==> src/stop_seq_pkg.sv <==
// package: constants, codes and carrier types of the stop-response sequencer
package stop_seq_pkg;
    // ============================================================
    // timing
    localparam int CLK_FREQ_HZ = 200_000_000;
    localparam int TICK_PERIOD_US = 1000;
    localparam int TICK_CYCLES = CLK_FREQ_HZ / 1_000_000 * TICK_PERIOD_US;
    localparam logic [15:0] TIMER_DEFAULT_MS = 16'h0064;
    localparam logic [15:0] XCHECK_MAX_MS = 16'hEA60;
    localparam logic [15:0] PULSE_MAX_MS = 16'h2710;
    localparam logic [15:0] ACC_MIN_MS = 16'h1388;
    localparam logic [15:0] ACC_MAX_MS = 16'h2710;
    // ============================================================
    // selector codes
    localparam logic [3:0] SEL_PER_LIMIT = 4'h5;
    localparam logic [3:0] POS_SEL_DEFAULT = 4'h2;
    localparam logic [3:0] SPEED_SEL_DEFAULT = 4'h5;
    localparam logic [7:0] ACC_REQ_ON = 8'hAC;
    localparam logic [7:0] ACC_REQ_OFF = 8'h00;
    localparam logic [7:0] ACC_ST_INACTIVE = 8'h00;
    localparam logic [7:0] ACC_ST_ALARM = 8'h0C;
    localparam logic [7:0] ACC_ST_BADCODE = 8'h0D;
    localparam logic [7:0] ACC_ST_EXPIRED = 8'h0F;
    localparam logic [7:0] ACC_ST_ACTIVE = 8'hAC;
    // ============================================================
    // stop responses, listed by rising priority except SOS, which ranks just above none
    typedef enum logic [2:0] {
        RESP_NONE = 3'h0,
        RESP_RETRACT = 3'h1,
        RESP_PATH = 3'h3,
        RESP_HOLD = 3'h2,
        RESP_XCHECK = 3'h6,
        RESP_BRAKED = 3'h7,
        RESP_IMMED = 3'h5,
        RESP_SOS = 3'h4
    } resp_t;
    // parameters latched at power-on
    typedef struct packed {
        logic [15:0] retract_ms;
        logic [15:0] path_ms;
        logic [15:0] hold_ms;
        logic [15:0] xcheck_ms;
        logic [15:0] pulse_off_ms;
        logic [15:0] pulse_check_ms;
        logic [15:0] acc_test_ms;
        logic [15:0] shutdown_speed;
        logic [3:0] speed_sel;
        logic [3:0] pos_sel;
        logic [15:0] limit_sel;
    } cfg_t;
endpackage

==> src/stop_seq.sv <==
// safety stop-response sequencer for one axis
// Behaviour
// - extended-retract timer expiry moves axis into safe operating stop
// - after standstill timer, supervise stop; still moving escalates to pulse-off
// - crosscheck-fault timer expiry escalates to braked-then-pulse-off
// - braked pulse-off cancels pulses by the programmed delay at latest
// - standstill during braked pulse-off cancels pulses early
// - zero pulse-off delay goes straight to immediate pulse-off
// - test-stop starts pulse check; pulses still on at expiry trips immediate
// - pulses found off at expiry raise pulses-cancelled output
// - acceptance test timer loads programmed start value, supervises mode
// - standstill means speed below programmed shutdown threshold
// - standstill during braked pulse-off activates immediate pulse-off
// - speed violation uses general selector 0..4, value 5 defers
// - limit position violation uses selector 2, 3 or 4
// - per-limit codes 0..4 map to the five responses
// - per-limit codes used only when general selector equals 5
// - test state reports 0, 0xC, 0xD, 0xF or 0xAC
`timescale 1ns/1ps
module stop_seq #(
    parameter int TICK_CYCLES = stop_seq_pkg::TICK_CYCLES
) (
    // clock and reset
    input wire logic core_clk,
    input wire logic srst,
    // parameters, latched on the first clock after reset
    input wire stop_seq_pkg::cfg_t cfg_in,
    // monitoring channels (asynchronous)
    input wire logic speed_violation,
    input wire logic [3:0] speed_limit_hit,
    input wire logic pos_violation,
    input wire logic crosscheck_fault,
    input wire logic [15:0] axis_speed,
    input wire logic pulses_off_fb,
    input wire logic power_on_alarm,
    // plc safety inputs
    input wire logic test_stop_select,
    input wire logic [7:0] acceptance_test_request,
    // outputs
    output logic pulse_cancel,
    output stop_seq_pkg::resp_t active_resp,
    output logic pulses_cancelled,
    output logic [7:0] acceptance_test_state
);
    // ============================================================
    // synchronisers
    localparam int SW = 4 + 16 + 6 + 8;
    logic [SW-1:0] sync1, sync2;
    always_ff @(posedge core_clk) begin
        sync1 <= {speed_limit_hit, axis_speed, speed_violation, pos_violation, crosscheck_fault,
                  pulses_off_fb, power_on_alarm, test_stop_select, acceptance_test_request};
        sync2 <= sync1;
    end
    logic [3:0] s_lim;
    logic [15:0] s_speed;
    logic s_sv, s_pv, s_xc, s_poff, s_alarm, s_ts;
    logic [7:0] s_req;
    assign {s_lim, s_speed, s_sv, s_pv, s_xc, s_poff, s_alarm, s_ts} = sync2[SW-1:8];
    assign s_req = sync2[7:0];

    // ============================================================
    // power-on parameter latch
    stop_seq_pkg::cfg_t cfg;
    logic cfg_done;
    always_ff @(posedge core_clk) begin
        if (srst) begin
            cfg_done <= 1'b0;
            cfg <= '0;
        end else if (!cfg_done) begin
            cfg_done <= 1'b1;
            cfg <= cfg_in;
        end
    end

    // millisecond tick
    logic [31:0] tick_cnt;
    logic tick;
    always_ff @(posedge core_clk) begin
        if (srst || tick_cnt == 32'(TICK_CYCLES - 1)) begin
            tick_cnt <= '0;
        end else begin
            tick_cnt <= tick_cnt + 32'h1;
        end
    end
    assign tick = (tick_cnt == 32'(TICK_CYCLES - 1));

    // ============================================================
    // selector decode, used for general and per-limit codes
    function automatic stop_seq_pkg::resp_t code_to_resp(input logic [3:0] code);
        unique case (code)
            4'h0: code_to_resp = stop_seq_pkg::RESP_IMMED;
            4'h1: code_to_resp = stop_seq_pkg::RESP_BRAKED;
            4'h2: code_to_resp = stop_seq_pkg::RESP_HOLD;
            4'h3: code_to_resp = stop_seq_pkg::RESP_PATH;
            4'h4: code_to_resp = stop_seq_pkg::RESP_RETRACT;
            default: code_to_resp = stop_seq_pkg::RESP_HOLD;
        endcase
    endfunction
    function automatic logic [2:0] rank(input stop_seq_pkg::resp_t r);
        unique case (r)
            stop_seq_pkg::RESP_NONE: rank = 3'h0;
            stop_seq_pkg::RESP_SOS: rank = 3'h1;
            stop_seq_pkg::RESP_RETRACT: rank = 3'h2;
            stop_seq_pkg::RESP_PATH: rank = 3'h3;
            stop_seq_pkg::RESP_HOLD: rank = 3'h4;
            stop_seq_pkg::RESP_XCHECK: rank = 3'h5;
            stop_seq_pkg::RESP_BRAKED: rank = 3'h6;
            stop_seq_pkg::RESP_IMMED: rank = 3'h7;
        endcase
    endfunction

    // highest requested response from the monitors this cycle
    stop_seq_pkg::resp_t req_resp, lim_resp, want_resp;
    logic standstill, timer_done, pchk_trip, resp_tick;
    always_comb begin
        lim_resp = stop_seq_pkg::RESP_NONE;
        for (int i = 0; i < 4; i++) begin
            if (s_lim[i] && rank(code_to_resp(cfg.limit_sel[4*i +: 4])) > rank(lim_resp)) begin
                lim_resp = code_to_resp(cfg.limit_sel[4*i +: 4]);
            end
        end
        req_resp = stop_seq_pkg::RESP_NONE;
        if (s_pv && rank(code_to_resp(cfg.pos_sel)) > rank(req_resp)) begin
            req_resp = code_to_resp(cfg.pos_sel);
        end
        if (s_sv) begin
            if (cfg.speed_sel == stop_seq_pkg::SEL_PER_LIMIT) begin
                if (rank(lim_resp) > rank(req_resp)) req_resp = lim_resp;
            end else if (rank(code_to_resp(cfg.speed_sel)) > rank(req_resp)) begin
                req_resp = code_to_resp(cfg.speed_sel);
            end
        end
        if (s_xc && rank(stop_seq_pkg::RESP_XCHECK) > rank(req_resp)) req_resp = stop_seq_pkg::RESP_XCHECK;
        if (pchk_trip) req_resp = stop_seq_pkg::RESP_IMMED;
        want_resp = req_resp;
        if (active_resp == stop_seq_pkg::RESP_SOS && !standstill && rank(req_resp) < 3'h6) begin
            want_resp = stop_seq_pkg::RESP_BRAKED;
        end
    end

    // ============================================================
    // response state and transition timer
    logic [15:0] resp_ms;
    logic [31:0] resp_sub;
    logic [2:0] peak_rank, served_rank;
    assign standstill = s_speed < cfg.shutdown_speed;
    // a taken response is not restarted by its own violation after handing over to safe stop
    assign served_rank = (rank(active_resp) > peak_rank) ? rank(active_resp) : peak_rank;
    assign resp_tick = (resp_sub == 32'(TICK_CYCLES - 1)); // ms phase restarts with each newly taken response and at the crosscheck hand-over to braked
    always_comb begin
        unique case (active_resp)
            stop_seq_pkg::RESP_RETRACT: timer_done = resp_ms >= cfg.retract_ms;
            stop_seq_pkg::RESP_PATH: timer_done = resp_ms >= cfg.path_ms;
            stop_seq_pkg::RESP_HOLD: timer_done = resp_ms >= cfg.hold_ms;
            stop_seq_pkg::RESP_XCHECK: timer_done = resp_ms >= cfg.xcheck_ms;
            stop_seq_pkg::RESP_BRAKED: timer_done = resp_ms >= cfg.pulse_off_ms;
            default: timer_done = 1'b0;
        endcase
    end
    always_ff @(posedge core_clk) begin
        if (srst || !cfg_done) begin
            active_resp <= stop_seq_pkg::RESP_NONE;
            resp_ms <= '0;
            resp_sub <= '0;
            peak_rank <= 3'h0;
        end else if (rank(want_resp) > served_rank) begin
            active_resp <= want_resp;
            resp_ms <= '0;
            resp_sub <= '0;
            peak_rank <= served_rank;
        end else begin
            peak_rank <= served_rank;
            resp_sub <= resp_tick ? 32'h0 : resp_sub + 32'h1;
            if (resp_tick && resp_ms != 16'hFFFF) resp_ms <= resp_ms + 16'h1;
            unique case (active_resp)
                stop_seq_pkg::RESP_RETRACT, stop_seq_pkg::RESP_PATH, stop_seq_pkg::RESP_HOLD: begin
                    if (timer_done) active_resp <= stop_seq_pkg::RESP_SOS;
                end
                stop_seq_pkg::RESP_XCHECK: begin
                    if (timer_done) begin
                        active_resp <= stop_seq_pkg::RESP_BRAKED;
                        resp_ms <= '0;
                        resp_sub <= '0;
                    end
                end
                stop_seq_pkg::RESP_BRAKED: begin
                    // zero delay means timer_done at once, so this also covers the direct path
                    if (timer_done || standstill) active_resp <= stop_seq_pkg::RESP_IMMED;
                end
                default: begin
                end
            endcase
        end
    end

    // pulse cancellation output
    always_ff @(posedge core_clk) begin
        if (srst) pulse_cancel <= 1'b0;
        else pulse_cancel <= (active_resp == stop_seq_pkg::RESP_IMMED);
    end

    // ============================================================
    // test-stop pulse check
    logic [15:0] pchk_ms;
    logic pchk_run;
    assign pchk_trip = pchk_run && pchk_ms >= cfg.pulse_check_ms && !s_poff;
    always_ff @(posedge core_clk) begin
        if (srst || !cfg_done) begin
            pchk_run <= 1'b0;
            pchk_ms <= '0;
            pulses_cancelled <= 1'b0;
        end else if (!s_ts) begin
            pchk_run <= 1'b0;
            pchk_ms <= '0;
            pulses_cancelled <= 1'b0;
        end else if (!pchk_run && !pulses_cancelled) begin
            pchk_run <= 1'b1;
            pchk_ms <= '0;
        end else if (pchk_run && pchk_ms >= cfg.pulse_check_ms) begin
            pchk_run <= 1'b0;
            pulses_cancelled <= s_poff;
        end else if (pchk_run && tick) begin
            pchk_ms <= pchk_ms + 16'h1;
        end
    end

    // ============================================================
    // acceptance test mode supervision
    logic [15:0] acc_ms;
    logic [7:0] prev_req;
    always_ff @(posedge core_clk) begin
        if (srst || !cfg_done) begin
            acceptance_test_state <= stop_seq_pkg::ACC_ST_INACTIVE;
            acc_ms <= '0;
            prev_req <= stop_seq_pkg::ACC_REQ_OFF;
        end else begin
            prev_req <= s_req;
            if (s_req == stop_seq_pkg::ACC_REQ_OFF) begin // leave and acknowledge
                acceptance_test_state <= stop_seq_pkg::ACC_ST_INACTIVE;
            end else if (s_req != prev_req) begin
                if (s_req != stop_seq_pkg::ACC_REQ_ON) begin
                    acceptance_test_state <= stop_seq_pkg::ACC_ST_BADCODE;
                end else if (s_alarm) begin
                    acceptance_test_state <= stop_seq_pkg::ACC_ST_ALARM;
                end else begin
                    acceptance_test_state <= stop_seq_pkg::ACC_ST_ACTIVE;
                    acc_ms <= cfg.acc_test_ms;
                end
            end else if (acceptance_test_state == stop_seq_pkg::ACC_ST_ACTIVE) begin
                if (acc_ms == 16'h0) acceptance_test_state <= stop_seq_pkg::ACC_ST_EXPIRED;
                else if (tick) acc_ms <= acc_ms - 16'h1;
            end
        end
    end

    // ============================================================
    // checks
    xcheck_escal_a: assert property (@(posedge core_clk) disable iff (srst)
        active_resp == stop_seq_pkg::RESP_XCHECK && timer_done && rank(req_resp) <= 3'h5
        |=> active_resp == stop_seq_pkg::RESP_BRAKED)
        else $error("crosscheck timer did not escalate");
    retract_sos_a: assert property (@(posedge core_clk) disable iff (srst)
        active_resp == stop_seq_pkg::RESP_RETRACT && timer_done && rank(want_resp) <= served_rank
        |=> active_resp == stop_seq_pkg::RESP_SOS)
        else $error("retract timer did not reach safe stop");
    sos_escal_a: assert property (@(posedge core_clk) disable iff (srst)
        active_resp == stop_seq_pkg::RESP_SOS && !standstill |=> rank(active_resp) >= 3'h6)
        else $error("moving axis in safe stop not escalated");
    braked_timeout_a: assert property (@(posedge core_clk) disable iff (srst)
        active_resp == stop_seq_pkg::RESP_BRAKED && timer_done |=> ##1 pulse_cancel)
        else $error("pulses not cancelled after delay");
    standstill_off_a: assert property (@(posedge core_clk) disable iff (srst)
        active_resp == stop_seq_pkg::RESP_BRAKED && standstill |=> active_resp == stop_seq_pkg::RESP_IMMED)
        else $error("standstill did not cancel pulses");
    zero_delay_a: assert property (@(posedge core_clk) disable iff (srst)
        active_resp == stop_seq_pkg::RESP_BRAKED && cfg.pulse_off_ms == 16'h0
        |=> active_resp == stop_seq_pkg::RESP_IMMED)
        else $error("zero delay not immediate");
    pchk_trip_a: assert property (@(posedge core_clk) disable iff (srst)
        pchk_trip |=> active_resp == stop_seq_pkg::RESP_IMMED)
        else $error("pulse check failure not tripped");
    no_demote_a: assert property (@(posedge core_clk) disable iff (srst || !cfg_done)
        active_resp == stop_seq_pkg::RESP_IMMED |=> active_resp == stop_seq_pkg::RESP_IMMED)
        else $error("immediate response replaced");
    per_limit_a: assert property (@(posedge core_clk) disable iff (srst)
        s_sv && !s_pv && !s_xc && !pchk_trip && cfg.speed_sel != stop_seq_pkg::SEL_PER_LIMIT
        |-> req_resp == code_to_resp(cfg.speed_sel))
        else $error("per-limit setting used without selector 5");
    acc_alarm_a: assert property (@(posedge core_clk) disable iff (srst || !cfg_done)
        s_req == stop_seq_pkg::ACC_REQ_ON && $changed(s_req) && s_alarm
        |=> acceptance_test_state == stop_seq_pkg::ACC_ST_ALARM)
        else $error("test mode not refused under alarm");
endmodule

==> config.mk <==
export PLATFORM = sky130hd
export DESIGN_NAME = stop_seq
export DESIGN_NICKNAME = d
export VERILOG_FILES = /design/src/stop_seq_pkg.sv /design/src/stop_seq.sv
export SDC_FILE = /design/constraint.sdc
export NUM_CORES = 1
export LEC_CHECK = 0
export BUFFER_PORTS_ARGS = -buffer_cell sky130_fd_sc_hd__buf_2
export CORE_MARGIN = 2
export CORE_UTILIZATION = 31
export CTS_BUF_LIST = sky130_fd_sc_hd__clkbuf_4 sky130_fd_sc_hd__clkbuf_8
export CTS_CLUSTER_DIAMETER = 80
export DETAILED_ROUTE_END_ITERATION = 10
export MAX_ROUTING_LAYER = met4
export RECOVER_POWER = 50
export SLEW_MARGIN = 25
export SYNTH_ARGS = -nofsm -noshare
export SYNTH_HDL_FRONTEND = slang
export SYNTH_SLANG_ARGS = --single-unit
==> constraint.sdc <==
create_clock -name core_clk -period 8.2 [get_ports core_clk]
set_input_delay 0.41 -clock core_clk [delete_from_list [all_inputs] [get_ports core_clk]]
set_output_delay 0.41 -clock core_clk [all_outputs]
set_load 0.02 [all_outputs]
* Word-level counts from Yosys, hierarchy flattened
Memories as Yosys holds them, arrays and structs flattened. A register that Yosys moved wholly into a read port is not among the register bits. Cells that the tools add are included.
Storage, ports and cells: register bits 358, latch bits 0, bits in writable memories 0, memory bits (read-only) 408, input port bits 188, output and inout port bits 13, logic and storage cells 212, memories kept 17
Memory list:
- (name not given) | words 8, bits a word 3, rd ports 1, clocked after memory_dff 0, wr ports 0, RTL line stop_seq.sv:100 | unique case (r)
- (name not given) | words 8, bits a word 3, rd ports 1, clocked after memory_dff 1, wr ports 0, RTL line stop_seq.sv:100
- (name not given) | words 8, bits a word 3, rd ports 1, clocked after memory_dff 1, wr ports 0, RTL line stop_seq.sv:100
- (name not given) | words 8, bits a word 3, rd ports 1, clocked after memory_dff 0, wr ports 0, RTL line stop_seq.sv:100
- (name not given) | words 8, bits a word 3, rd ports 1, clocked after memory_dff 0, wr ports 0, RTL line stop_seq.sv:100
- (name not given) | words 8, bits a word 3, rd ports 1, clocked after memory_dff 0, wr ports 0, RTL line stop_seq.sv:100
- +11 memories
Cells by class: add/subtract/negate cells 5, multiply operators 0, div/mod/pow operators 0, magnitude comparators 18, equality and inequality tests 38, shifts and indexed selects 0, multiplexer cells 60, bitwise logic cells 4, reductions and logical operators 44
Operator list (number):
- 16-bit 2-to-1 mux | 9
- 16-bit >= comparator | 6
- 3-bit 2-to-1 mux | 32
- 32-bit 2-to-1 mux | 3
- 3-bit case mux with 4 select lines | 6
- 32-bit by 1-bit adder with 32-bit output (second input constant) | 2
- 32-bit by 18-bit == test with 1-bit output (second input constant) | 2
- 8-bit 2-to-1 mux | 5
- 16-bit by 1-bit adder with 16-bit output (second input constant) | 2
- 4-bit by 3-bit == test with 1-bit output (second input constant) | 7
- 4-bit by 1-bit == test with 1-bit output (second input constant) | 6
- 4-bit by 2-bit == test with 1-bit output (second input constant) | 6
- 4-bit logical NOT | 6
- 3-bit > comparator | 7
- 16-bit logical NOT | 1
- 16-bit < comparator | 1
- 16-bit inequality test (second input constant) | 1
- 16-bit by 1-bit subtractor with 16-bit output (second input constant) | 1
- 1-bit logical AND | 13
- 3-bit == test (second input constant) | 4
- 3-bit inequality test (second input constant) | 3
- 3-bit case mux with 3 select lines | 1
- 8-bit == test (second input constant) | 1
- 8-bit logical NOT | 1
- 20 further kinds | 43

* Longest topological paths before layout
Gate-level depths: netlist of run 1. An unclocked memory read counts as a cell.
word-level depth 41, gate-level depth with buffers 49, gate-level depth less buffers 46

* Worst setup path after synthesis of run 1
No wires, ideal clock.
path kind register to register, start register cfg[3] in the netlist's numbering, end register resp_sub[10], library setup time 0.065 ns, data arrival time 8.904 ns, data required time 8.135 ns, setup slack -0.769 ns, cell stages (with the launch flop) 49, buffers on the path 4, period minus slack after synthesis 8.969 ns, path through dfxtp_1 > nand2b_1 > a211oi_1 > inv_1 > o21ai_0 > ha_1 > and3b_1 > o211ai_1 > mux2i_1 > o21ai_0 > nand2_1 > nand2_1 > ha_1 > nand3_1 > o211ai_1 > or2_2 > buf_1 > a21oi_1 > (+13 left out) > o21ai_0 > a2bb2oi_1 > o31ai_1 > and3_1 > a21oi_1 > a21bo_2 > xor2_1 > ha_1 > nor2b_1 > o21ai_0 > inv_1 > o21a_1 > or3_1 > clkbuf_1 > or2_2 > clkbuf_1 > clkbuf_1 > nor2_1
Between the ends: longest elaborated chain between the ends 38, elaborated cells on any way between the ends 41, classes of those cells order compare (8); eq/ne (3); mux (14); reduce/logical (8); memory (8)
RTL lines:
- from (decl) | RTL line stop_seq.sv:63 | stop_seq_pkg::cfg_t cfg;
- from (signal assigned) | RTL line stop_seq.sv:71 | cfg <= cfg_in;
- 4-bit by 3-bit == test with 1-bit output (tied with other cells) | RTL line stop_seq.sv:90 | unique case (code)
- 3-bit case mux with 4 select lines * | RTL line stop_seq.sv:90
- memory 8 x 3 bit
- 3-bit by 1-bit > comparator with 1-bit output | RTL line stop_seq.sv:118 | if (s_lim[i] && rank(code_to_resp(cfg.limit_sel[4*i +: 4])) > rank(lim_resp)) begin
- 1-bit logical AND | RTL line stop_seq.sv:118
- 3-bit 2-to-1 mux * | RTL line stop_seq.sv:118
- memory 8 x 3 bit
- 3-bit > comparator | RTL line stop_seq.sv:118
- (+22 left out)
- memory 8 x 3 bit
- 3-bit < comparator | RTL line stop_seq.sv:136 | if (active_resp == stop_seq_pkg::RESP_SOS && !standstill && rank(req_resp) < 3'h6) begin
- 1-bit logical AND | RTL line stop_seq.sv:136
- 3-bit 2-to-1 mux * | RTL line stop_seq.sv:136
- memory 8 x 3 bit *
- 3-bit 2-to-1 mux * | RTL line stop_seq.sv:161 | if (srst || !cfg_done) begin
- 3-bit > comparator * | RTL line stop_seq.sv:166 | end else if (rank(want_resp) > served_rank) begin
- 2-bit OR reduction (no line) *
- to (signal assigned) | RTL line stop_seq.sv:173 | resp_sub <= resp_tick ? 32'h0 : resp_sub + 32'h1;
- to (decl) | RTL line stop_seq.sv:144 | logic [31:0] resp_sub;
Mark *: on every way between the ends. The rest lies on a longest branch, timed or not. The select of a mux whose other input is x is not followed. A chain may end at the register's enable or synchronous reset.

* Worst setup path after layout of run 1
start register cfg[1] in the netlist's numbering, end register resp_sub[16]
The elaborated chain is that of the path after synthesis.

==> results of run 1 <==
[cell type report]
type,count,area share [%]
diodes,2,0.02261
clock buffers,103,5.811
clock inverters,18,0.6897
inverters,141,2.391
multi-input cells,1291,41.78
flip-flops and latches,357,32.32
well taps,696,3.935
repair buffers,402,13.05
[metrics by stage]
stage	setup TNS [ns]	power [mW]	util, %	area [sq um]
finish	-2.129	4.505	41.21	22130
global route	-27.05	4.749	41.21	22130
CTS	-0.0005542	4.511	40.84	21930
detailed placement	-10.53	2.549	34.84	18710
global placement	0	2.518	34.84	18710
floorplan	-2.813	2.347	-	16930
[kinds of logic (layout without fill, tap and decap cells)]
kind of cell | after synthesis | count (layout) | share of synthesized area (%)
mux | 172 | 172 | 10.30
xor+xnor | 91 | 91 | 4.742
simple gates | 645 | 648 | 18.11
other cells | 1 | 4 | 0.02231
compound gates | 241 | 241 | 9.381
flops | 357 | 357 | 42.53
fa+ha+maj | 137 | 137 | 10.20
buf+inv | 207 | 664 | 4.720
[repair_timing]
action,4_1_cts,5_1_grt
pin swaps,16,25
gates cloned,3,0
setup buffers,15,4
setup endpoints to repair,52,54
hold endpoints to repair,155,0
resized for setup,21,50
hold buffers,155,0
[report_power, final]
part	internal [mW]	switching [mW]	leakage [nW]	total, mW
logic	0.404	0.395	5.71	0.800
registers	1.82	0.0695	2.94	1.88
clock network	1.04	0.778	0.766	1.82
total	3.26	1.24	9.42	4.51
[sequential cells by signal, summed over array words and instances, names as in the netlist, named ones only]
signal and count:
pchk_ms 16, resp_sub 32, acc_ms 16, resp_ms 16
sync2 34, pchk_run 1, peak_rank 3, pulse_cancel 1
active_resp 3, cfg_done 1, pulses_cancelled 1, sync1 34
acceptance_test_state 4, tick_cnt 32, prev_req 8, cfg 152
[metal layers]
metal | up-vias | part of all wire (%) | global-route usage, %
li1 | 7227 | - | -
met1 | 6607 | 45 | 18.83
met2 | 285 | 48 | 27.71
met3 | 103 | 4.0 | 3.031
met4 | 0 | 3.5 | 7.211
met5 | - | 0 | -
[Yosys cell counts, drive strengths merged (5+ instances only)]
master	count	area, sq um
nor4b	6	52.55
nand3	60	300.3
xnor2	38	332.8
a22o	5	43.79
o21ai	63	315.3
nor2b	15	93.84
mux2	8	90.09
or3	16	100.1
nand2b	19	118.9
xor2	53	464.2
clkbuf	42	157.7
or2	6	37.54
a211o	5	43.79
a31oi	9	56.30
and4	5	43.79
and2	22	137.6
nand2	90	340.3
nand4	22	143.9
buf	24	106.4
nor2	294	1104
o2111ai	6	52.55
ha	137	1714
and3	25	156.4
a21o	9	67.56
o31ai	7	52.55
a21oi	58	290.3
a22oi	10	75.07
mux2i	164	1642
nor4	16	100.1
a211oi	25	187.7
a2111oi	7	80.08
dfxtp	357	7147
nor3	30	150.1
inv	140	525.5
[worst max-delay path by stage]
stage | to | cells after the start
floorplan | resp_sub[18]$_SDFF_PP0_ | 48
detailed placement | flop | 45
global placement | resp_sub[25]$_SDFF_PP0_ | 44
CTS | resp_sub[25]$_SDFF_PP0_ | 45
finish | resp_sub[16]$_SDFF_PP0_ | 43
global route | resp_sub[25]$_SDFF_PP0_ | 44
[worst register-to-register path, delay by kind of cell (launching register included)]
family / cells / cell delay [ns]
mux: 2 / 0.67
simple gates: 12 / 2.57
flops: 1 / 0.32
xor+xnor: 1 / 0.15
fa+ha+maj: 5 / 1.17
buf+inv: 7 / 0.76
compound gates: 16 / 2.61
==> qor.log, run 1 <==
INFO  outcome        result_of_the_run=finished, violations left
INFO  outcome        violations=capacitance limit, slew limit, setup timing
INFO  floorplanning  die_h=236.8um
INFO  global_route   grt_antenna_before_repair=2
INFO  floorplanning  ioPinCount=201
INFO  critical_path  crit_slowest_cell=or3b_4
INFO  hold_path      hold_end=cfg[135]$_SDFFE_PP0N_
INFO  placed_design  input_output_buffers=198
INFO  synth          synth_async_sr_flop_share=0%
INFO  power_and_ir_drop leakage_power=9.416nW
INFO  floorplanning  floorplan.die_area=56,090squm
INFO  floorplanning  dieWidth=236.8um
INFO  layout         final.fill_count=5,126
INFO  global_route   vias_in_the_first_global_route=14,580
INFO  route          via_count=14,220
INFO  sta            max_slew.worst_pin.slew=4.061ns
INFO  sta            timing_max_transition_violations_final=179
INFO  critical_path  worstPathRequired=8.76ns
INFO  sta            timing.final.crit_share=101.3%
INFO  synth          ys_types=71
INFO  layout         seq_area=7153squm
INFO  clock_network  numCtsBuffers=68
INFO  global_route   grt_start_max_net_pins=80
INFO  hold_path      min_delay_path_depth=3
INFO  sta            final.min_clock_period=8.303ns
INFO  flow_run       maxCapViolCount=3
INFO  placed_design  dpl.hpwl=30,580um
INFO  synth          edff_count_synth=0
INFO  placed_design  place_ws=-0.3079ns
INFO  placed_design  post-place-cells=2,710
INFO  route          route.detailed.wl_per_inst=14.80um
INFO  layout         area_growth=31.69%
INFO  placed_design  gp_congestion=0.8597
INFO  clock_network  number_of_buffers_on_the_longest_clock_path=3
INFO  synth          syn_avg_cell_area=9.079squm
INFO  sta            timing.final.hold_violations=0
INFO  synth          synth-warning-count=0
INFO  critical_path  worst_setup_path_startpoint=cfg[1]$_SDFFE_PP0N_
INFO  sta            maxSlewHeadroom=-170.7%
INFO  critical_path  crit_type=flop to flop
INFO  clock_network  clock_tree.root_cell=clkbuf_8
INFO  sta            rsz0062_at_grt=true
INFO  global_route   sum_of_overflow_across_all_layers_after_global_routing=0
INFO  critical_path  cell_class_contributing_the_biggest_share_of_worst_path_delay=compound AO/OA/AOI/OAI gates
INFO  sta            fin_worst_skew=0.04026ns
INFO  global_route   grt_usage=16.34%
INFO  synth          postSynthRegisterBits=357
INFO  synth          synth_seq_area_share=42.53%
INFO  critical_path  register_to_register_path_depth=43
INFO  layout         design.final.nets=2,586
INFO  route          drt_wl_total=44,540um
INFO  synth          syn_area=16,810squm
INFO  sta            max_freq=120.4MHz
INFO  sta            worst_hold_slack=0.05546ns
INFO  floorplanning  start_util=31.29%
INFO  route          remaining_drc_errors=0
INFO  route          vias_per_cell=4.725
INFO  critical_path  worst_r2r_startpoint=cfg[1]$_SDFFE_PP0N_
INFO  hold_path      hp-start=cfg_in[135]
INFO  power_and_ir_drop vdd_ir_drop_max=0.1210mV
INFO  clock_network  numClockSinks=357
INFO  critical_path  critical_path.max_fanout=8
INFO  critical_path  crit_buf_inv=7
INFO  layout         mostFrequentLayoutCells=354 x dfxtp_1, 273 x nor2_1, 183 x buf_2, 161 x mux2i_1, 155 x dlygate4sd3_1
INFO  critical_path  worst_setup_path_start_kind=flop
INFO  synth          yosys_most_used_dff=dfxtp_1
INFO  hold_path      worstHoldPathType=input port to flop
INFO  critical_path  setup.reg_to_reg.worst_slack=-0.10ns
INFO  critical_path  crit-reg2reg-capture=resp_sub[16]$_SDFF_PP0_
INFO  critical_path  slowest_delay=0.38ns
INFO  floorplanning  row_count=85
INFO  global_route   grt_pass1_wl=72,170um
INFO  synth          syn-instance-count=1,851
INFO  route          detailedRoute.firstIterationViolations=549
INFO  critical_path  cp-end-kind=flop
INFO  floorplanning  core_area=53,710squm
INFO  sta            layout_setup_ws=-0.1032ns
INFO  route          detailedRoute.firstPassIterationCount=5
INFO  layout         stdcell_count=3,010
INFO  clock_network  clock_tree_from_tritoncts=done
INFO  power_and_ir_drop pwr_density_cell=203.6nW/um^2
INFO  clock_network  cts_htree_levels=3
INFO  layout         drive_gt1_share=19.03%
INFO  layout         area_taken_by_multi_input_logic_gates=9248squm
INFO  clock_network  clk_transition_reported_paths=0.06ns
INFO  critical_path  crit_arrival=8.86ns
INFO  sta            setup_viol=35
INFO  layout         most_common_cell_after_layout_fill_and_taps_aside=dfxtp_1
INFO  route          drt.antenna.violating_nets=0
INFO  clock_network  clock_insertion_delay_worst_skew=0.64ns
Note: power is estimated with default switching activity, not from simulation.
==> inputs of run 2 (changes only) <==
--- a/config.mk
+++ b/config.mk
@@ -6,12 +6,12 @@
 export NUM_CORES = 1
 export LEC_CHECK = 0
 export BUFFER_PORTS_ARGS = -buffer_cell sky130_fd_sc_hd__buf_2
-export CORE_MARGIN = 2
 export CORE_UTILIZATION = 31
 export CTS_BUF_LIST = sky130_fd_sc_hd__clkbuf_4 sky130_fd_sc_hd__clkbuf_8
 export CTS_CLUSTER_DIAMETER = 80
 export DETAILED_ROUTE_END_ITERATION = 10
 export MAX_ROUTING_LAYER = met4
+export PLACE_DENSITY = 0.6
 export RECOVER_POWER = 50
 export SLEW_MARGIN = 25
 export SYNTH_ARGS = -nofsm -noshare
==> constraint.sdc (replaced) <==
create_clock -name core_clk -period 9.2 [get_ports core_clk]
set_input_delay 0.46 -clock core_clk [delete_from_list [all_inputs] [get_ports core_clk]]
set_output_delay 0.46 -clock core_clk [all_outputs]
set_load 0.02 [all_outputs]
==> qor.log, run 2 (synthesis gave the netlist of run 1 again) <==
INFO  placed_design  post-place-cells=2,686 [-0.89%]
INFO  layout         most_common_cell_after_layout_fill_and_taps_aside=dfxtp_1
INFO  clock_network  cts_htree_levels=3 [unchanged]
INFO  floorplanning  start_util=31.66% [+0.37 points]
INFO  clock_network  numClockSinks=357 [unchanged]
INFO  power_and_ir_drop vdd_ir_drop_max=0.09850mV [-19%]
INFO  global_route   grt_start_max_net_pins=77 [-3.8%]
INFO  placed_design  gp_congestion=0.9023 [+5.0%]
INFO  critical_path  cell_seen_most_often_among_critical_path_stages=ha_1
INFO  clock_network  number_of_buffers_on_the_longest_clock_path=3 [unchanged]
INFO  layout         stdcell_count=2,857 [-5.1%]
INFO  floorplanning  ioPinCount=201 [unchanged]
INFO  sta            final.min_clock_period=8.669ns [+0.3657 ns]
INFO  clock_network  clock_tree_from_tritoncts=done
INFO  sta            finalSetupTns=0ns [+2.129 ns]
INFO  power_and_ir_drop leakage_power=8.754nW [-7.0%]
INFO  clock_network  clock_tree.root_cell=clkbuf_8
INFO  global_route   grt_usage=16.08% [-0.26 points]
INFO  floorplanning  row_count=84 [-1.2%]
INFO  floorplanning  floorplan.die_area=55,150squm [-1.7%]
INFO  layout         largest_registers=cfg (152), sync1 (34), sync2 (34)
INFO  route          detailedRoute.firstPassIterationCount=5 [unchanged]
INFO  route          detailedRoute.firstIterationViolations=618 [+13%]
INFO  global_route   vias_in_the_first_global_route=13,660 [-6.3%]
INFO  critical_path  slowest_delay=0.48ns [+0.10 ns]
INFO  sta            fin_worst_skew=0.03015ns [-0.01011 ns]
INFO  flow_run       maxCapViolCount=2 [-1]
INFO  critical_path  worstPathRequired=9.75ns [+0.99 ns]
INFO  power_and_ir_drop netSwitchingPower=1.067mW [-14%]
INFO  critical_path  cell_class_contributing_the_biggest_share_of_worst_path_delay=compound AO/OA/AOI/OAI gates
INFO  critical_path  critical_path.max_fanout=8 [unchanged]
INFO  global_route   grt_pass1_wl=69,500um [-3.7%]
INFO  route          drt_wl_total=43,370um [-2.6%]
INFO  layout         mostFrequentLayoutCells=354 x dfxtp_1, 293 x nor2_1, 184 x buf_2, 161 x mux2i_1, 140 x inv_1
INFO  route          route.detailed.wl_per_inst=15.18um [+2.6%]
INFO  floorplanning  core_area=53,080squm [-1.2%]
INFO  hold_path      worstHoldPathType=input port to flop
INFO  clock_network  numCtsBuffers=66 [-2.9%]
INFO  floorplanning  die_h=234.8um [-0.84%]
INFO  global_route   sum_of_overflow_across_all_layers_after_global_routing=0 [unchanged]
INFO  critical_path  crit_arrival=9.21ns [+0.35 ns]
INFO  power_and_ir_drop sequential_group_share_of_total_power=43.0% [+1.2 points]
INFO  power_and_ir_drop clock_power_share=42.2% [+1.8 points]
INFO  layout         design.final.nets=2,442 [-5.6%]
INFO  sta            maxSlewHeadroom=-143.5% [+27 points]
INFO  clock_network  clk_transition_reported_paths=0.06ns [about the same]
INFO  outcome        result_of_the_run=finished, violations left
INFO  sta            max_freq=115.4MHz [-4.2%]
INFO  outcome        violations=capacitance limit, slew limit
INFO  power_and_ir_drop power.switching_fraction=27.23% [-0.35 points]
INFO  critical_path  crit_type=flop to flop
INFO  global_route   grt_antenna_before_repair=3 [+1]
INFO  critical_path  worst_setup_path_start_kind=flop
INFO  placed_design  input_output_buffers=198 [unchanged]
INFO  critical_path  crit_slowest_cell=or3b_2
INFO  power_and_ir_drop pwr_density_cell=190.9nW/um^2 [-6.2%]
INFO  route          drt.antenna.violating_nets=0 [unchanged]
INFO  layout         area_growth=22.15%
INFO  power_and_ir_drop power_frac_comb=14.8% [-2.9 points]
INFO  sta            max_slew.worst_pin.slew=3.653ns [-0.4077 ns]
INFO  sta            timing_max_transition_violations_final=144 [-20%]
INFO  route          vias_per_cell=4.776 [+1.1%]
INFO  sta            timing.final.hold_violations=0 [unchanged]
INFO  sta            timing.final.crit_share=94.23% [-7.0 points]
INFO  floorplanning  dieWidth=234.8um [-0.84%]
INFO  critical_path  cp-end-kind=flop
INFO  route          remaining_drc_errors=0 [unchanged]
INFO  layout         final.fill_count=5,308 [+3.6%]
INFO  critical_path  crit_buf_inv=5 [-2]
INFO  power_and_ir_drop internal_power=2.851mW [-13%]
INFO  placed_design  dpl.hpwl=30,980um [+1.3%]
INFO  layout         largest_register_ffs=152 [unchanged]
INFO  layout         regMostFlops=cfg
INFO  layout         drive_gt1_share=16.66% [-2.4 points]
INFO  power_and_ir_drop total_power=3.919mW [-13%]
INFO  sta            setup_viol=0 [-100%]
INFO  route          via_count=13,650 [-4.1%]
INFO  clock_network  clock_insertion_delay_worst_skew=0.63ns [about the same]
-- run 2: cell count changes in the layout (fill, tap and decap cells not counted), moves of 4 or more --
cell | before | now
ha_1 | 133 | 137
buf_4 | 44 | 14
nor2_2 | 20 | 1
nor2_1 | 273 | 293
dlygate4sd3_1 | 155 | 45
clkbuf_8 | 82 | 76
-- run 2: power by group through the flow --
stage	logic, mW	clock network, mW	registers, mW
2_1_floorplan	0.376	0	1.69
3_3_place_gp	0.494	0	1.71
3_5_place_dp	0.517	0	1.72
4_1_cts	0.538	1.72	1.68
5_1_grt	0.646	1.79	1.69
6_report	0.580	1.65	1.68
-- run 2: area by class of cell --
type                            count  area, sq um  area share [%]
Multi-Input combinational cell   1291         8997           43.83
Sequential cell                   357         7153           34.84
Timing Repair Buffer              260         1540           7.503
Clock buffer                       98         1211           5.900
Tap cell                          688        860.8           4.193
Inverter                          141        529.3           2.578
Clock inverter                     20        231.5           1.128
Antenna cell                        2        5.005         0.02438
-- run 2: routing by layer --
layer	up-vias	wire, um	GRT usage (%)
li1	6942	-	-
met1	6362	19630	19.00
met2	271	21040	26.90
met3	70	1720	3.289
met4	0	973	5.901
met5	-	0	-
-- run 2: path summary, 6_finish.rpt --
check        slack, ns                     end           startpoint  cells past startpoint
max               0.53  resp_sub[8]$_SDFF_PP0_  cfg[1]$_SDFFE_PP0N_                     43
min               0.07    cfg[28]$_SDFFE_PP0N_           cfg_in[28]                      3
max reg2reg       0.53  resp_sub[8]$_SDFF_PP0_  cfg[1]$_SDFFE_PP0N_                     43
min reg2reg       0.33       sync2[32]$_DFF_P_    sync1[32]$_DFF_P_                      0
-- run 2: through the flow --
step | worst slack [ns] | util [%] | hold WS, ns | area [sq um]
detailed placement | -0.1723 | 34.88 | 0.3121 | 18510
floorplan | 0.2308 | - | 0.3096 | 16810
finish | 0.5312 | 38.68 | 0.07210 | 20530
global placement | 0.2862 | 34.88 | 0.3137 | 18510
global route | -0.01635 | 38.68 | 0.02332 | 20530
CTS | 0.08341 | 38.46 | 0.0007197 | 20410
-- run 2: worst reg2reg max path: cells and delay by family, from the launching register on --
family / cells / cell delay [ns]
flip-flops: 1 / 0.34
adder cells (fa/ha/maj): 5 / 1.05
AND/OR/NAND/NOR: 13 / 2.79
multiplexers: 2 / 0.74
AO/OA/AOI/OAI: 16 / 2.84
XOR/XNOR: 2 / 0.33
buffers and inverters: 5 / 0.52
-- run 2: timing repair --
action / CTS / global route
hold endpoints to repair: 45 / 0
pin swaps: 0 / 9
gates cloned: 0 / 3
hold buffers: 45 / 0
setup buffers: 0 / 3
resized for setup: 4 / 30
setup endpoints to repair: 33 / 54
==> inputs of run 3 (changes only) <==
--- a/config.mk
+++ b/config.mk
@@ -5,7 +5,7 @@
 export SDC_FILE = /design/constraint.sdc
 export NUM_CORES = 1
 export LEC_CHECK = 0
-export BUFFER_PORTS_ARGS = -buffer_cell sky130_fd_sc_hd__buf_2
+export BUFFER_PORTS_ARGS = -buffer_cell sky130_fd_sc_hd__buf_4
 export CORE_UTILIZATION = 31
 export CTS_BUF_LIST = sky130_fd_sc_hd__clkbuf_4 sky130_fd_sc_hd__clkbuf_8
 export CTS_CLUSTER_DIAMETER = 80
==> qor.log, run 3 (synthesis gave the netlist of run 1 again) <==
INFO  outcome        result_of_the_run=finished, violations left
INFO  outcome        violations=capacitance limit, slew limit
INFO  sta            timing.final.hold_violations=0 [unchanged]
INFO  global_route   vias_in_the_first_global_route=13,990 [+2.4%]
INFO  floorplanning  start_util=31.66% [unchanged]
INFO  route          route.detailed.wl_per_inst=14.95um [-1.5%]
INFO  route          detailedRoute.firstPassIterationCount=5 [unchanged]
INFO  placed_design  post-place-cells=2,688 [+0.074%]
INFO  layout         post-route-cell-area=21,650squm [+5.5%]
INFO  flow_run       maxCapViolCount=3 [+1]
INFO  global_route   grt_antenna_before_repair=3 [unchanged]
INFO  clock_network  clock_insertion_delay_worst_skew=0.65ns [+0.02 ns]
INFO  floorplanning  dieWidth=234.8um [unchanged]
INFO  layout         post-route-util=40.80% [+2.1 points]
INFO  route          detailedRoute.firstIterationViolations=673 [+8.9%]
INFO  critical_path  critical_path.max_fanout=5 [-3]
INFO  layout         most_common_cell_after_layout_fill_and_taps_aside=dfxtp_1
INFO  sta            setup_viol=0 [unchanged]
INFO  layout         largest_registers=cfg (152), sync1 (34), sync2 (34)
INFO  global_route   sum_of_overflow_across_all_layers_after_global_routing=0 [unchanged]
INFO  sta            final.min_clock_period=8.616ns [-0.05332 ns]
INFO  layout         drive_gt1_share=16.35% [-0.31 points]
INFO  sta            timing_max_transition_violations_final=169 [+17%]
INFO  sta            timing.final.crit_share=93.65% [-0.58 points]
INFO  power_and_ir_drop leakage_power=9.223nW [+5.4%]
INFO  layout         design.final.nets=2,508 [+2.7%]
INFO  critical_path  worst_setup_path_start_kind=flop
INFO  layout         stdcell_count=2,921 [+2.2%]
INFO  hold_path      worstHoldPathType=input port to flop
INFO  placed_design  placedInstanceArea=19,020squm [+2.7%]
INFO  sta            maxSlewHeadroom=-161.1% [-18 points]
INFO  critical_path  worstPathRequired=9.72ns [-0.03 ns]
INFO  critical_path  slowest_delay=0.46ns [-0.02 ns]
INFO  floorplanning  core_area=53,080squm [unchanged]
INFO  layout         area_growth=28.85%
INFO  global_route   grt_start_max_net_pins=80 [+3.9%]
INFO  floorplanning  ioPinCount=201 [unchanged]
INFO  clock_network  numCtsBuffers=67 [+1.5%]
INFO  global_route   grt_pass1_wl=70,240um [+1.1%]
INFO  route          vias_per_cell=4.758 [-0.38%]
INFO  clock_network  clock_tree.root_cell=clkbuf_8
INFO  clock_network  clk_transition_reported_paths=0.06ns [about the same]
INFO  critical_path  crit_slowest_cell=or3b_2
INFO  route          via_count=13,900 [+1.9%]
INFO  sta            worst_hold_slack=0.05796ns [-0.01413 ns]
INFO  placed_design  place_ws=-0.06607ns [+0.1062 ns]
INFO  global_route   grt_usage=16.20% [+0.12 points]
INFO  route          drt_wl_total=43,670um [+0.71%]
INFO  floorplanning  die_h=234.8um [unchanged]
INFO  sta            max_slew.worst_pin.slew=3.916ns [+0.2628 ns]
INFO  layout         regMostFlops=cfg
INFO  sta            layout_setup_ws=0.5845ns [+0.05332 ns]
INFO  critical_path  crit_type=flop to flop
INFO  sta            fin_worst_skew=0.03336ns [+0.003213 ns]
INFO  critical_path  crit_arrival=9.13ns [-0.08 ns]
INFO  layout         largest_register_ffs=152 [unchanged]
INFO  floorplanning  floorplan.die_area=55,150squm [unchanged]
INFO  route          remaining_drc_errors=0 [unchanged]
INFO  clock_network  numClockSinks=357 [unchanged]
INFO  layout         mostFrequentLayoutCells=356 x dfxtp_1, 294 x nor2_1, 171 x buf_4, 163 x mux2i_1, 140 x inv_1
INFO  placed_design  dpl.hpwl=31,120um [+0.44%]
INFO  clock_network  clock_tree_from_tritoncts=done
INFO  clock_network  cts_htree_levels=3 [unchanged]
INFO  sta            max_freq=116.1MHz [+0.62%]
INFO  floorplanning  row_count=84 [unchanged]
INFO  power_and_ir_drop vdd_ir_drop_max=0.1161mV [+18%]
INFO  placed_design  gp_congestion=0.8484 [-6.0%]
INFO  critical_path  cp-end-kind=flop
INFO  power_and_ir_drop pwr_density_cell=183.9nW/um^2 [-3.6%]
INFO  clock_network  number_of_buffers_on_the_longest_clock_path=3 [unchanged]
INFO  route          drt.antenna.violating_nets=0 [unchanged]
INFO  placed_design  input_output_buffers=198 [unchanged]
-- run 3: changes by cell type in the layout (fill, tap and decap cells not counted), sizes merged, moves of 2 or more --
cell,delta
buf,-26
clkbuf,+36
clkinvlp,-4
inv,+4
dlygate4sd3,+60
bufinv,-2
clkinv,-3
-- run 3: final cells by class --
class,instances,area (sq um)
fillers,5176,31420
multi-input cells,1291,8981
flip-flops and latches,357,7151
repair buffers,325,2646
clock buffers,103,1318
well taps,688,860.8
inverters,141,529.3
clock inverters,15,166.4
diodes,1,2.502
-- run 3: worst max-delay path: cells and delay by family (launching register included) --
kind	cells	cell delay [ns]
adder cells (fa/ha/maj)	5	1.13
AO/OA/AOI/OAI	21	3.86
flip-flops	1	0.34
AND/OR/NAND/NOR	11	1.76
buffers and inverters	7	0.71
XOR/XNOR	2	0.38
multiplexers	1	0.29
-- run 3: worst paths after layout --
kind | from | end | slack (ns) | cells after the start
worst max register to register | cfg[1]$_SDFFE_PP0N_ | flop | 0.58 | 47
worst max-delay path | cfg[1]$_SDFFE_PP0N_ | flop | 0.58 | 47
worst min register to register | sync1[10]$_DFF_P_ | sync2[10]$_DFF_P_ | 0.32 | 0
worst min-delay path | cfg_in[127] | cfg[127]$_SDFFE_PP0N_ | 0.06 | 3
-- run 3: routing by layer --
metal | track usage, % | part of all wire, %
met5 | - | 0
met4 | 6.340 | 3.0
met3 | 3.278 | 4.2
met2 | 26.88 | 47
met1 | 19.19 | 45
-- run 3: metrics by stage --
| stage | total power, mW | TNS (ns) |
|---|---|---|
| 2_1_floorplan | 2.062 | 0 |
| 3_3_place_gp | 2.235 | 0 |
| 3_5_place_dp | 2.255 | -1.301 |
| 4_1_cts | 4.005 | 0 |
| 5_1_grt | 4.194 | -1.031 |
| 6_report | 3.983 | 0 |
-- run 3: where the power goes --
part           total (mW)  internal, mW  switching (mW)
sequential           1.68          1.62          0.0609
clock                1.68         0.978           0.702
combinational       0.625         0.315           0.310
-- run 3: what timing repair did --
item / CTS / global route
endpoints found under the setup margin: 32 / 54
cloned: 0 / 3
endpoints found under the hold margin: 105 / 0
hold buffers: 105 / 0
resized for setup: 1 / 26
setup buffers: 0 / 6
pin swaps: 0 / 12
